### src/shared/spi_core_regs.svh
// Register offsets, field positions, reset values and counts of the serial core.
`ifndef SPI_CORE_REGS_SVH
`define SPI_CORE_REGS_SVH
`define OFF_CTRL1 8'h00
`define OFF_CTRL2 8'h04
`define OFF_BAUD 8'h08
`define OFF_STAT 8'h0C
`define OFF_DATA 8'h10
`define IDX_CTRL1 3'h0
`define IDX_CTRL2 3'h1
`define IDX_BAUD 3'h2
`define IDX_STAT 3'h3
`define IDX_DATA 3'h4
`define IDX_NONE 3'h7
`define CTRL1_RST 8'h04
`define CTRL2_RST 8'h00
`define BAUD_RST 8'h00
`define DATA_RST 8'h00
`define CTRL2_MASK 8'h19
`define BAUD_MASK 8'h77
`define C1_RXIE 7
`define C1_EN 6
`define C1_TXIE 5
`define C1_MASTER_SELECT 4
`define C1_CPOL 3
`define C1_CLOCK_PHASE 2
`define C1_SELECT_OUTPUT_ENABLE 1
`define C1_LSBF 0
`define C2_FDE 4
`define C2_BIOE 3
`define C2_SW 0
`define ST_RF 7
`define ST_TEF 5
`define ST_MASTER_FAULT_FLAG 4
`define EDGE_LAST 4'hF
`define RESP_OKAY 2'h0
`define RESP_DECERR 2'h3
`define PIN_SCLK 0
`define PIN_MOSI 1
`define PIN_MISO 2
`define PIN_SS 3
`define PIN_RST 4'h8
`endif

### src/shared/spi_core_pkg.sv
// Types shared by the serial core files.
package spi_core_pkg;
   typedef enum logic [1:0] {
      M_IDLE = 2'b00,
      M_LEAD = 2'b01,
      M_RUN = 2'b10,
      M_TAIL = 2'b11
   } mstate_t;
   typedef logic [7:0] byte_t;
   typedef logic [1:0] resp_t;
endpackage : spi_core_pkg

### src/design/spi_rate_tick.sv
// Half bit period tick generator for the master serial clock.
`timescale 1ns/100ps
module spi_rate_tick
   import spi_core_pkg::*;
(
   input wire logic ref_clk,
   input wire logic rst,
   input wire logic ce,
   input wire logic run,
   input wire logic [2:0] prescale_select,
   input wire logic [2:0] rate_select,
   output logic tick
);
   logic [10:0] half;
   logic [10:0] cnt_r;
   logic tick_r;
   // Half period is prescale times half the rate divisor, never below one cycle.
   assign half = {7'h00, {1'b0, prescale_select} + 4'h1} << rate_select;
   assign tick = tick_r;

   always_ff @(posedge ref_clk) begin
      if (rst) begin
         cnt_r <= 11'h000;
         tick_r <= 1'b0;
      end else if (ce) begin
         if (!run || cnt_r == half - 11'h001) begin
            cnt_r <= 11'h000;
         end else begin
            cnt_r <= cnt_r + 11'h001;
         end
         tick_r <= run && cnt_r == half - 11'h001;
      end
   end
endmodule : spi_rate_tick

### src/design/spi_buffered_transfer_core.sv
// Buffered serial peripheral core with status flags and an AXI4-Lite register slave.
`timescale 1ns/100ps
`include "spi_core_regs.svh"
module spi_buffered_transfer_core
   import spi_core_pkg::*;
(
   input wire logic ref_clk,
   input wire logic rst,
   input wire logic ce,
   input wire logic [7:0] awaddr,
   input wire logic awvalid,
   output logic awready,
   input wire logic [31:0] wdata,
   input wire logic [3:0] wstrb,
   input wire logic wvalid,
   output logic wready,
   output logic [1:0] bresp,
   output logic bvalid,
   input wire logic bready,
   input wire logic [7:0] araddr,
   input wire logic arvalid,
   output logic arready,
   output logic [31:0] rdata,
   output logic [1:0] rresp,
   output logic rvalid,
   input wire logic rready,
   input wire logic serial_clock_pin_i,
   output logic serial_clock_pin_o,
   output logic serial_clock_pin_oe_n,
   input wire logic mosi_i,
   output logic mosi_o,
   output logic mosi_oe_n,
   input wire logic miso_i,
   output logic miso_o,
   output logic miso_oe_n,
   input wire logic ss_n_i,
   output logic ss_n_o,
   output logic ss_oe_n,
   output logic irq
);
   function automatic logic [2:0] reg_idx(input logic [7:0] a);
      case (a)
         `OFF_CTRL1: reg_idx = `IDX_CTRL1;
         `OFF_CTRL2: reg_idx = `IDX_CTRL2;
         `OFF_BAUD: reg_idx = `IDX_BAUD;
         `OFF_STAT: reg_idx = `IDX_STAT;
         `OFF_DATA: reg_idx = `IDX_DATA;
         default: reg_idx = `IDX_NONE;
      endcase
   endfunction : reg_idx

   byte_t c1_r, c2_r, br_r, rxb_r, txb_r, txs_r, rxs_r, wd_r, txs_nxt, stat, rd_mux;
   logic [7:0] awa_r;
   logic [3:0] s1_r, s2_r, s3_r, pf_r, ecnt_r;
   logic aw_held_r, w_held_r, ws_r, awready_r, wready_r, bvalid_r, arready_r, rvalid_r;
   logic [31:0] rdata_r;
   resp_t bresp_r, rresp_r;
   logic rf_r, txb_full_r, master_fault_flag_r, sh_full_r, rf_arm_r, tef_arm_r, master_fault_flag_arm_r, done_r;
   logic sclk_prev_r, sclk_r, out_r, sclk_oe_n_r, mosi_oe_n_r, miso_oe_n_r;
   logic ss_n_r, ss_oe_n_r, irq_r;
   mstate_t state_r;

   // Each pin passes three flops; a level is taken once the last two agree.
   genvar gi;
   generate
      for (gi = 0; gi < 4; gi = gi + 1) begin : g_pin
         always_ff @(posedge ref_clk) begin
            if (rst) begin
               s1_r[gi] <= 1'(`PIN_RST >> gi);
               s2_r[gi] <= 1'(`PIN_RST >> gi);
               s3_r[gi] <= 1'(`PIN_RST >> gi);
               pf_r[gi] <= 1'(`PIN_RST >> gi);
            end else if (ce) begin
               s1_r[gi] <= gi == `PIN_SCLK ? serial_clock_pin_i :
                  gi == `PIN_MOSI ? mosi_i : gi == `PIN_MISO ? miso_i : ss_n_i;
               s2_r[gi] <= s1_r[gi];
               s3_r[gi] <= s2_r[gi];
               if (s2_r[gi] == s3_r[gi]) begin
                  pf_r[gi] <= s3_r[gi];
               end
            end
         end
      end
   endgenerate

   wire en = c1_r[`C1_EN];
   wire master_select = c1_r[`C1_MASTER_SELECT];
   wire clock_phase = c1_r[`C1_CLOCK_PHASE];
   wire lsbf = c1_r[`C1_LSBF];
   wire sw = c2_r[`C2_SW];
   wire bioe = c2_r[`C2_BIOE];
   wire ss_f = pf_r[`PIN_SS];

   // Bus side decode.
   wire aw_hs = awvalid && awready_r;
   wire w_hs = wvalid && wready_r;
   wire ar_hs = arvalid && arready_r;
   wire do_wr = aw_held_r && w_held_r && !bvalid_r;
   wire [2:0] wr_idx = reg_idx(awa_r);
   wire [2:0] rd_idx = reg_idx(araddr);
   wire wr_c1_any = do_wr && wr_idx == `IDX_CTRL1;
   wire wr_c1 = wr_c1_any && ws_r;
   wire wr_c2 = do_wr && ws_r && wr_idx == `IDX_CTRL2;
   wire wr_br = do_wr && ws_r && wr_idx == `IDX_BAUD;
   wire wr_dat = do_wr && ws_r && wr_idx == `IDX_DATA;
   wire acc_dat = wr_dat && tef_arm_r && !txb_full_r;
   wire rd_st = ar_hs && rd_idx == `IDX_STAT;
   wire rd_dat = ar_hs && rd_idx == `IDX_DATA;

   assign stat = {rf_r, 1'b0, !txb_full_r, master_fault_flag_r, 4'h0};
   assign rd_mux = rd_idx == `IDX_CTRL1 ? c1_r : rd_idx == `IDX_CTRL2 ? c2_r :
      rd_idx == `IDX_BAUD ? br_r : rd_idx == `IDX_STAT ? stat :
      rd_idx == `IDX_DATA ? rxb_r : 8'h00;

   // Transfer engine terms.
   wire fault = en && master_select && c2_r[`C2_FDE] && !c1_r[`C1_SELECT_OUTPUT_ENABLE] && !ss_f;
   wire tick;
   wire m_run = en && master_select && state_r == M_RUN;
   wire s_edge = en && !master_select && !ss_f && pf_r[`PIN_SCLK] != sclk_prev_r;
   wire ev = m_run ? tick : s_edge;
   wire samp_e = ecnt_r[0] == clock_phase;
   wire shift_e = ev && !samp_e && ecnt_r != 4'h0;
   wire last = ev && ecnt_r == `EDGE_LAST;
   wire din = master_select ? (sw ? pf_r[`PIN_MOSI] : pf_r[`PIN_MISO]) :
      (sw ? pf_r[`PIN_MISO] : pf_r[`PIN_MOSI]);
   wire load = en && txb_full_r && (!sh_full_r || done_r);
   wire done_nxt = (master_select && state_r == M_TAIL && tick) || (!master_select && last);
   wire rf_clr = rd_dat && rf_arm_r;
   wire master_fault_flag_clr = wr_c1_any && master_fault_flag_arm_r;

   assign txs_nxt = load ? txb_r : !shift_e ? txs_r :
      lsbf ? txs_r >> 1 : txs_r << 1;
   wire out_nxt = lsbf ? txs_nxt[0] : txs_nxt[7];

   spi_rate_tick u_tick (
      .ref_clk(ref_clk),
      .rst(rst),
      .ce(ce),
      .run(state_r != M_IDLE),
      .prescale_select(br_r[6:4]),
      .rate_select(br_r[2:0]),
      .tick(tick)
   );

   // Register slave: address and data are taken in either order, answered together.
   always_ff @(posedge ref_clk) begin
      if (rst) begin
         aw_held_r <= 1'b0;
         w_held_r <= 1'b0;
         awready_r <= 1'b1;
         wready_r <= 1'b1;
         arready_r <= 1'b1;
         bvalid_r <= 1'b0;
         rvalid_r <= 1'b0;
         awa_r <= 8'h00;
         wd_r <= 8'h00;
         ws_r <= 1'b0;
         bresp_r <= `RESP_OKAY;
         rresp_r <= `RESP_OKAY;
         rdata_r <= 32'h00000000;
      end else if (ce) begin
         if (aw_hs) begin
            aw_held_r <= 1'b1;
            awready_r <= 1'b0;
            awa_r <= awaddr;
         end
         if (w_hs) begin
            w_held_r <= 1'b1;
            wready_r <= 1'b0;
            wd_r <= wdata[7:0];
            ws_r <= wstrb[0];
         end
         if (do_wr) begin
            bvalid_r <= 1'b1;
            bresp_r <= wr_idx == `IDX_NONE ? `RESP_DECERR : `RESP_OKAY;
         end else if (bvalid_r && bready) begin
            bvalid_r <= 1'b0;
            aw_held_r <= 1'b0;
            w_held_r <= 1'b0;
            awready_r <= 1'b1;
            wready_r <= 1'b1;
         end
         if (ar_hs) begin
            arready_r <= 1'b0;
            rvalid_r <= 1'b1;
            rdata_r <= {24'h000000, rd_mux};
            rresp_r <= rd_idx == `IDX_NONE ? `RESP_DECERR : `RESP_OKAY;
         end else if (rvalid_r && rready) begin
            rvalid_r <= 1'b0;
            arready_r <= 1'b1;
         end
      end
   end

   // Control registers; status has no write path at all.
   always_ff @(posedge ref_clk) begin
      if (rst) begin
         c1_r <= `CTRL1_RST;
         c2_r <= `CTRL2_RST;
         br_r <= `BAUD_RST;
      end else if (ce) begin
         if (wr_c1) begin
            c1_r <= wd_r;
         end
         if (fault) begin
            c1_r[`C1_MASTER_SELECT] <= 1'b0;
         end
         if (wr_c2) begin
            c2_r <= wd_r & `CTRL2_MASK;
         end
         if (wr_br) begin
            br_r <= wd_r & `BAUD_MASK;
         end
      end
   end

   // Flags, buffers and their clearing sequences; a set beats a clear in the same cycle, except tef_arm_r, where an accepted data write wins.
   always_ff @(posedge ref_clk) begin
      if (rst) begin
         rf_r <= 1'b0;
         master_fault_flag_r <= 1'b0;
         txb_full_r <= 1'b0;
         sh_full_r <= 1'b0;
         rf_arm_r <= 1'b0;
         tef_arm_r <= 1'b0;
         master_fault_flag_arm_r <= 1'b0;
         rxb_r <= `DATA_RST;
         txb_r <= `DATA_RST;
         irq_r <= 1'b0;
      end else if (ce) begin
         rf_r <= done_r || (rf_r && !rf_clr);
         // An armed data read (status read first) in the cycle a transfer ends frees the buffer for the new byte.
         if (done_r && (!rf_r || rf_clr)) begin
            rxb_r <= rxs_r;
         end
         master_fault_flag_r <= fault || (master_fault_flag_r && !master_fault_flag_clr);
         if (rd_st) begin
            rf_arm_r <= rf_r;
            tef_arm_r <= !txb_full_r && !acc_dat;
            master_fault_flag_arm_r <= master_fault_flag_r;
         end else begin
            if (rd_dat) begin
               rf_arm_r <= 1'b0;
            end
            if (acc_dat) begin
               tef_arm_r <= 1'b0;
            end
            if (wr_c1_any) begin
               master_fault_flag_arm_r <= 1'b0;
            end
         end
         if (acc_dat) begin
            txb_full_r <= 1'b1;
            txb_r <= wd_r;
         end else if (load) begin
            txb_full_r <= 1'b0;
         end
         if (load) begin
            sh_full_r <= 1'b1;
         end else if (done_r || !en) begin
            sh_full_r <= 1'b0;
         end
         irq_r <= (!txb_full_r && c1_r[`C1_TXIE]) ||
            ((rf_r || master_fault_flag_r) && c1_r[`C1_RXIE]);
      end
   end

   // Shifter and master sequence: select low, eight clock cycles, half a cycle of tail.
   always_ff @(posedge ref_clk) begin
      if (rst) begin
         state_r <= M_IDLE;
         ecnt_r <= 4'h0;
         done_r <= 1'b0;
         txs_r <= 8'h00;
         rxs_r <= 8'h00;
         out_r <= 1'b0;
         sclk_r <= 1'b0;
         sclk_prev_r <= 1'b0;
      end else if (ce) begin
         sclk_prev_r <= pf_r[`PIN_SCLK];
         done_r <= done_nxt;
         txs_r <= txs_nxt;
         out_r <= out_nxt;
         if (ev && samp_e) begin
            rxs_r <= lsbf ? {din, rxs_r[7:1]} : {rxs_r[6:0], din};
         end
         if (ev) begin
            ecnt_r <= ecnt_r + 4'h1;
         end
         if (!master_select && ss_f) begin
            ecnt_r <= 4'h0;
         end
         if (fault || !en || !master_select) begin
            state_r <= M_IDLE;
            sclk_r <= c1_r[`C1_CPOL];
         end else begin
            case (state_r)
               M_IDLE: begin
                  sclk_r <= c1_r[`C1_CPOL];
                  ecnt_r <= 4'h0;
                  if (sh_full_r && !done_r) begin
                     state_r <= M_LEAD;
                  end
               end
               M_LEAD: begin
                  if (tick) begin
                     state_r <= M_RUN;
                  end
               end
               M_RUN: begin
                  if (tick) begin
                     sclk_r <= !sclk_r;
                  end
                  if (last) begin
                     state_r <= M_TAIL;
                  end
               end
               M_TAIL: begin
                  if (tick) begin
                     state_r <= M_IDLE;
                  end
               end
               default: begin
                  state_r <= M_IDLE;
               end
            endcase
         end
      end
   end

   // Pin drivers; enables are active low.
   always_ff @(posedge ref_clk) begin
      if (rst) begin
         sclk_oe_n_r <= 1'b1;
         mosi_oe_n_r <= 1'b1;
         miso_oe_n_r <= 1'b1;
         ss_n_r <= 1'b1;
         ss_oe_n_r <= 1'b1;
      end else if (ce) begin
         sclk_oe_n_r <= !(en && master_select && !fault);
         mosi_oe_n_r <= !(en && master_select && !fault && (!sw || bioe));
         miso_oe_n_r <= !(en && !master_select && !ss_f && (!sw || bioe) && !(master_fault_flag_r && !sw));
         ss_n_r <= !(en && master_select && state_r != M_IDLE);
         ss_oe_n_r <= !(en && master_select && !fault && c2_r[`C2_FDE] && c1_r[`C1_SELECT_OUTPUT_ENABLE]);
      end
   end

   assign awready = awready_r;
   assign wready = wready_r;
   assign bvalid = bvalid_r;
   assign bresp = bresp_r;
   assign arready = arready_r;
   assign rvalid = rvalid_r;
   assign rdata = rdata_r;
   assign rresp = rresp_r;
   assign serial_clock_pin_o = sclk_r;
   assign serial_clock_pin_oe_n = sclk_oe_n_r;
   assign mosi_o = out_r;
   assign mosi_oe_n = mosi_oe_n_r;
   assign miso_o = out_r;
   assign miso_oe_n = miso_oe_n_r;
   assign ss_n_o = ss_n_r;
   assign ss_oe_n = ss_oe_n_r;
   assign irq = irq_r;

   logic rd_st_r;
   always_ff @(posedge ref_clk) begin
      if (rst) begin
         rd_st_r <= 1'b0;
      end else if (ce && ar_hs) begin
         rd_st_r <= rd_idx == `IDX_STAT;
      end
   end
endmodule : spi_buffered_transfer_core

### config.mk
export PLATFORM = sky130hd
export DESIGN_NAME = spi_buffered_transfer_core
export DESIGN_NICKNAME = d
export VERILOG_FILES = /design/src/shared/spi_core_pkg.sv /design/src/design/spi_rate_tick.sv /design/src/design/spi_buffered_transfer_core.sv
export VERILOG_INCLUDE_DIRS = /design/src /design/src/shared
export SDC_FILE = /design/constraint.sdc
export NUM_CORES = 1
export LEC_CHECK = 0
export BUFFER_PORTS_ARGS = -buffer_cell sky130_fd_sc_hd__buf_2
export CORE_ASPECT_RATIO = 0.5
export CORE_MARGIN = 3
export CORE_UTILIZATION = 45
export CTS_BUF_LIST = sky130_fd_sc_hd__clkbuf_16
export DETAILED_ROUTE_END_ITERATION = 10
export PLACE_DENSITY = 0.66
export SYNTH_ARGS = -nofsm -noshare
export SYNTH_HDL_FRONTEND = slang
export SYNTH_HIERARCHICAL = 1
export SYNTH_SLANG_ARGS = --single-unit
### constraint.sdc
create_clock -name ref_clk -period 3.8 [get_ports ref_clk]
set_input_delay 0.76 -clock ref_clk [delete_from_list [all_inputs] [get_ports ref_clk]]
set_output_delay 0.76 -clock ref_clk [all_outputs]
set_load 0.02 [all_outputs]
# Word-level counts from Yosys, hierarchy flattened
# Index checks and enable logic that the tools add are counted.
classes:
  n_shift: 1
  n_eq_ne: 33
  reduce_logical: 130
  addsub: 4
  n_mux: 62
ops:
  columns: ["cell", "count"]
  rows:
  - ["8-bit 2-to-1 mux", 9]
  - ["1-bit logical AND", 53]
  - ["2-bit AND reduction", 23]
  - ["1-bit 2-to-1 mux", 36]
  - ["8-bit by 4-bit == test with 1-bit output, second input constant", 4]
  - ["3-bit one-hot mux with 5 select lines", 2]
  - ["1-bit zero test", 23]
  - ["2-bit nonzero test", 10]
  - ["8-bit by 3-bit == test with 1-bit output, second input constant", 2]
  - ["8-bit by 5-bit == test with 1-bit output, second input constant", 2]
  - ["8-bit zero test", 2]
  - ["4-bit 2-to-1 mux", 4]
  - ["2-bit 2-to-1 mux", 7]
  - ["3-bit == test, second input constant", 4]
  - ["1-bit logical OR", 12]
  - ["11-bit by 1-bit adder with 11-bit output, second input constant", 1]
  - ["11-bit == test", 1]
  - ["11-bit 2-to-1 mux", 1]
  - ["4-bit by 3-bit << shifter with 11-bit output", 1]
  - ["11-bit by 1-bit subtractor with 11-bit output, second input constant", 1]
  - ["3-bit by 2-bit == test with 1-bit output, second input constant", 3]
  - ["2-bit one-hot mux with 4 select lines", 1]
  - ["3-bit by 1-bit == test with 1-bit output, second input constant", 2]
  - ["3-bit zero test", 2]
  - ["17 further kinds", 24]
totals:
  elab_cells: 289
  in_bits: 64
  regBits: 136

# Longest topological paths before layout
depth:
  ltp_word: 10
  mapped_depth: 10
  depth_no_buf: 10

# Hierarchy
# The synthesis kept the hierarchy.
modules_own_cells:
  columns: ["mod", "instances", "area_per_inst_um2", "seq_area_each_um2", "cells_each"]
  rows:
  - ["spi_buffered_transfer_core", 1, 5631.7, 2442.3, 656]
  - ["spi_rate_tick", 1, 1500.2, 240.2, 181]

# Worst setup path after synthesis
# No wires, ideal clock.
synth_timing:
  path_kind: "reg2reg"
  start: "register br_r[5]"
  end: "register u_tick.cnt_r[10]"
  stages_incl_launch_ff: 11
  arrival_time_ns: 2.499
  required_time_ns: 3.659
  n_path_buf: 0
  setup_time_ns: 0.141
  setup_slack_ns: 1.160
  cell_sequence: "dfxtp_1 > ha_1 > nor2b_1 > o21ai_0 > ha_1 > xor2_1 > xnor2_1 > nor3_1 > nand3_1 > o41ai_4 > a211oi_1"
synth_via:
  elab_chain_cells: 6
synth_lines:
  columns: ["element", "line_no", "text"]
  rows:
  - ["start, declared", "spi_buffered_transfer_core.sv:52", "byte_t c1_r, c2_r, br_r, rxb_r, txb_r, txs_r, rxs_r, wd_r, txs_nxt, stat, rd_mux;"]
  - ["start signal, assigned", "spi_buffered_transfer_core.sv:200", "br_r <= `BAUD_RST;"]
  - ["start signal, assigned", "spi_buffered_transfer_core.sv:212", "br_r <= wd_r & `BAUD_MASK;"]
  - ["3-bit by 1-bit adder with 4-bit output", "spi_rate_tick.sv:18", "assign half = {7'h00, {1'b0, prescale_select} + 4'h1} << rate_select;"]
  - ["4-bit by 3-bit << shifter with 11-bit output", "spi_rate_tick.sv:18", null]
  - ["11-bit by 1-bit subtractor with 11-bit output", "spi_rate_tick.sv:26", "if (!run || cnt_r == half - 11'h001) begin"]
  - ["11-bit == test", "spi_rate_tick.sv:26", null]
  - ["1-bit logical OR", "spi_rate_tick.sv:26", null]
  - ["11-bit 2-to-1 mux", "spi_rate_tick.sv:26", null]
  - ["end signal, assigned", "spi_rate_tick.sv:29", "cnt_r <= cnt_r + 11'h001;"]
  - ["end, declared", "spi_rate_tick.sv:15", "logic [10:0] cnt_r;"]
# No other way between the ends.
# A chain may end at the register's enable or synchronous reset.

# Worst setup path after layout
layout_timing:
  start: "register br_r[5]"
  end: "register u_tick.cnt_r[3]"
# Same word-level chain as after synthesis.

==> flow_metrics.py <==
metrics = {
    "timing": {
        "setup_violations": 0,
        "setup_tns_ns": 0,
        "max_freq_ghz": 0.293,
        "finClkSkew_ns": 0.00721,
        "report.final.slew_viol_count": 0,
        "slew_headroom_pct": 29.7,
        "period_share_pct": 89.8,
        "hold_viol": 0,
        "fin_crit_ns": 3.41,
        "rsz0062_at_grt": "no",
        "whs_ns": 0.450,
        "tightest_slew_ns": 1.05,
    },
    "yosys": {
        "synth_edf_count": 0,
        "dominantRegCellSynth": "dfxtp_1",
        "yosysTopAreaCell": "dfxtp_1",
        "yosysWarnings": 6,
        "ys_seq_area_share_pct": 37.6,
        "synth_most_common_cell": "dfxtp_1",
        "synth_top_cell_area_share_pct": 37.6,
        "syn_inst": 837,
        "synth_common_cells": "dfxtp_1 (134), nor2_1 (91), nand2_1 (88)",
        "synth_area_leaders": "dfxtp_1 (38%), mux2i_1 (8.7%), nor2_1 (4.8%)",
        "synth_area_mm2": 0.00713,
        "synth_cell_types": 79,
        "syn_area_per_cell_um2": 8.52,
        "synth_seq_cells": 134,
        "async_reset_ff_share_pct": 0,
    },
    "cts": {
        "clk_latency_ns": 0.42,
        "htree_levels": 4,
        "cts_setup_buffers": 0,
        "numCtsBuffers": 17,
        "clkSlewWorstSetupHoldPaths_ns": 0.06,
        "cts_hold_buf": 0,
        "cts_root_buf": "clkbuf_16",
        "clockBufferDepth": 2,
        "cts_tree": "yes",
        "cts_resized": 0,
        "clock_sinks": 134,
    },
    "setup_path": {
        "cp.required_ns": 4.06,
        "critPathMaxFanout": 9,
        "reg2reg_depth": 10,
        "worstSetupStartpointType": "flip-flop",
        "critical_path_class": "flip-flop to flip-flop",
        "end_kind": "flip-flop",
        "arrival_ns": 3.67,
    },
    "cells_and_area": {
        "area_delta_synth_final_pct": 11.5,
        "n_antenna_cell": 0,
        "drive_gt1_share_pct": 14.3,
        "fin_nets": 947,
        "instances_no_fill": 1084,
        "fin_area_mm2": 0.00795,
    },
    "drt": {
        "wirelength_um": 17300,
        "via_per_inst": 5.72,
        "vias": 6202,
        "drt_iter0_markers": 475,
        "ant_nets": 0,
        "dr.pass1.iters": 5,
        "drc": 0,
        "wire_per_inst_um": 16.0,
    },
    "die": {
        "die_area_mm2": 0.0175,
        "ios": 114,
        "start_util_pct": 47.6,
        "die_w_um": 184,
        "coreArea_mm2": 0.0150,
        "die_y_um": 95.0,
        "num_rows": 31,
    },
    "power_and_ir_drop": {
        "power_mw": 3.11,
        "irDropWorstVdd_mv": 0.284,
        "power_leakage_nw": 3.20,
        "power_density_mw_per_mm2": 392,
    },
    "min_path": {
        "hold_depth": 2,
        "min_path_type": "flip-flop to flip-flop",
    },
    "global_route": {
        "grt_pass1_wl_um": 28400,
        "groute.usage.overall_pct": 20.1,
        "grt_pass1_vias": 5551,
        "grt-ovfl-total": 0,
        "grt_max_degree": 73,
        "antenna_found_initial": 0,
    },
    "placed_design": {
        "place_congestion": 0.844,
        "dp_cells": 1052,
        "portBuffers": 62,
        "hpwl_um": 12300,
        "placed_cell_area_mm2": 0.00742,
    },
    "run": {
        "drv_cap": 0,
    },
    "status": {
        "outcome": "finished, final reports clean",
    },
}
[metrics by stage]
stage	util [%]	worst slack, ns
global route	53.1	0.269
global placement	49.6	0.654
floorplan	-	1.16
detailed placement	49.6	0.553
finish	53.1	0.388
CTS	53.1	0.499
[logic make-up (layout without fill, tap and decap cells)]
| kind of cell | after synthesis | count (layout) | share of synthesized area, % |
|---|---|---|---|
| buffers and inverters | 98 | 124 | 7.07 |
| multiplexers | 65 | 65 | 9.18 |
| other | 1 | 24 | 0.0526 |
| AND/OR/NAND/NOR | 288 | 288 | 19.9 |
| AO/OA/AOI/OAI | 210 | 210 | 20.4 |
| flip-flops | 134 | 134 | 37.6 |
| XOR/XNOR | 31 | 31 | 4.02 |
| adder cells (fa/ha/maj) | 10 | 10 | 1.75 |
[power by group]
part / leakage, nW / switching [mW] / total [mW] / internal, mW
sequential: 1.09 / 0.0227 / 1.45 / 1.43
clock: 0.261 / 0.644 / 1.48 / 0.834
combinational: 1.85 / 0.128 / 0.185 / 0.0571
total: 3.20 / 0.794 / 3.11 / 2.32
[routing by layer]
metal	vias up	global-route usage (%)	part of all wire, %
met4	0	4.78	0.92
met2	217	31.5	43
met1	2935	28.6	50
li1	3035	-	-
met3	15	4.23	6.1
met5	-	0	0
[worst max-delay path, stage by stage, from the launching register on]
cell and delay (ns):
dfxtp_1 0.36, ha_1 0.36, nor2b_1 0.44, o21ai_0 0.21, ha_1 0.30, xor2_1 0.17
xnor2_1 0.13, nor3_1 0.30, nand3_1 0.19, o41ai_4 0.61, a211oi_1 0.18
[placed cells by master (no fill, tap or decap), types with 4 or more instances in the layout]
master and n:
a211o_1 6, nor4_1 7, nor3_1 9, a211oi_1 28, xnor2_1 18, a31oi_1 8
o31ai_1 5, conb_1 24, and4_1 4, o21ai_0 28, a22oi_1 6, and3_1 11
nor2b_1 6, buf_4 10, xor2_1 11, nor3b_1 5, o32ai_1 4, mux2i_1 62
clkbuf_16 17, a311oi_1 4, nor2_1 91, a21o_1 10, nor4b_1 4, nand4b_1 5
nand2_1 88, o22ai_1 9, a21oi_1 62, nand4_1 7, nand2b_1 10, inv_1 21
nand3_1 24, inv_6 4, o21bai_1 4, ha_1 10, dfxtp_1 134, buf_2 61
clkinv_2 5
[area by class of cell]
type,count,area (µm²)
clock buffers,17,425
clock inverters,15,105
fillers,1458,7020
inverters,21,78.8
multi-input cells,628,4030
flip-flops and latches,134,2680
well taps,198,248
repair buffers,71,380
[final timing paths]
| kind | from | end | slack (ns) |
|---|---|---|---|
| max | br_r[5]$_SDFFE_PP0P_ | u_tick/cnt_r[3]$_SDFFE_PP0P_ | 0.39 |
| min | awa_r[6]$_SDFFE_PP0P_ | awa_r[6]$_SDFFE_PP0P_ | 0.45 |
| max reg2reg | br_r[5]$_SDFFE_PP0P_ | u_tick/cnt_r[3]$_SDFFE_PP0P_ | 0.39 |
| min reg2reg | awa_r[6]$_SDFFE_PP0P_ | awa_r[6]$_SDFFE_PP0P_ | 0.45 |
[registers in the layout (all words and copies together) (netlist names), 2 cells and up]
name          count
awa_r             8
br_r              6
c1_r              8
c2_r              3
ecnt_r            4
pf_r              3
rdata             8
rxb_r             8
rxs_r             8
s1_r              4
s2_r              4
s3_r              4
state_r           2
txb_r             8
txs_r             8
u_tick/cnt_r     11
wd_r              8
Note: power is estimated with default switching activity, not from simulation.
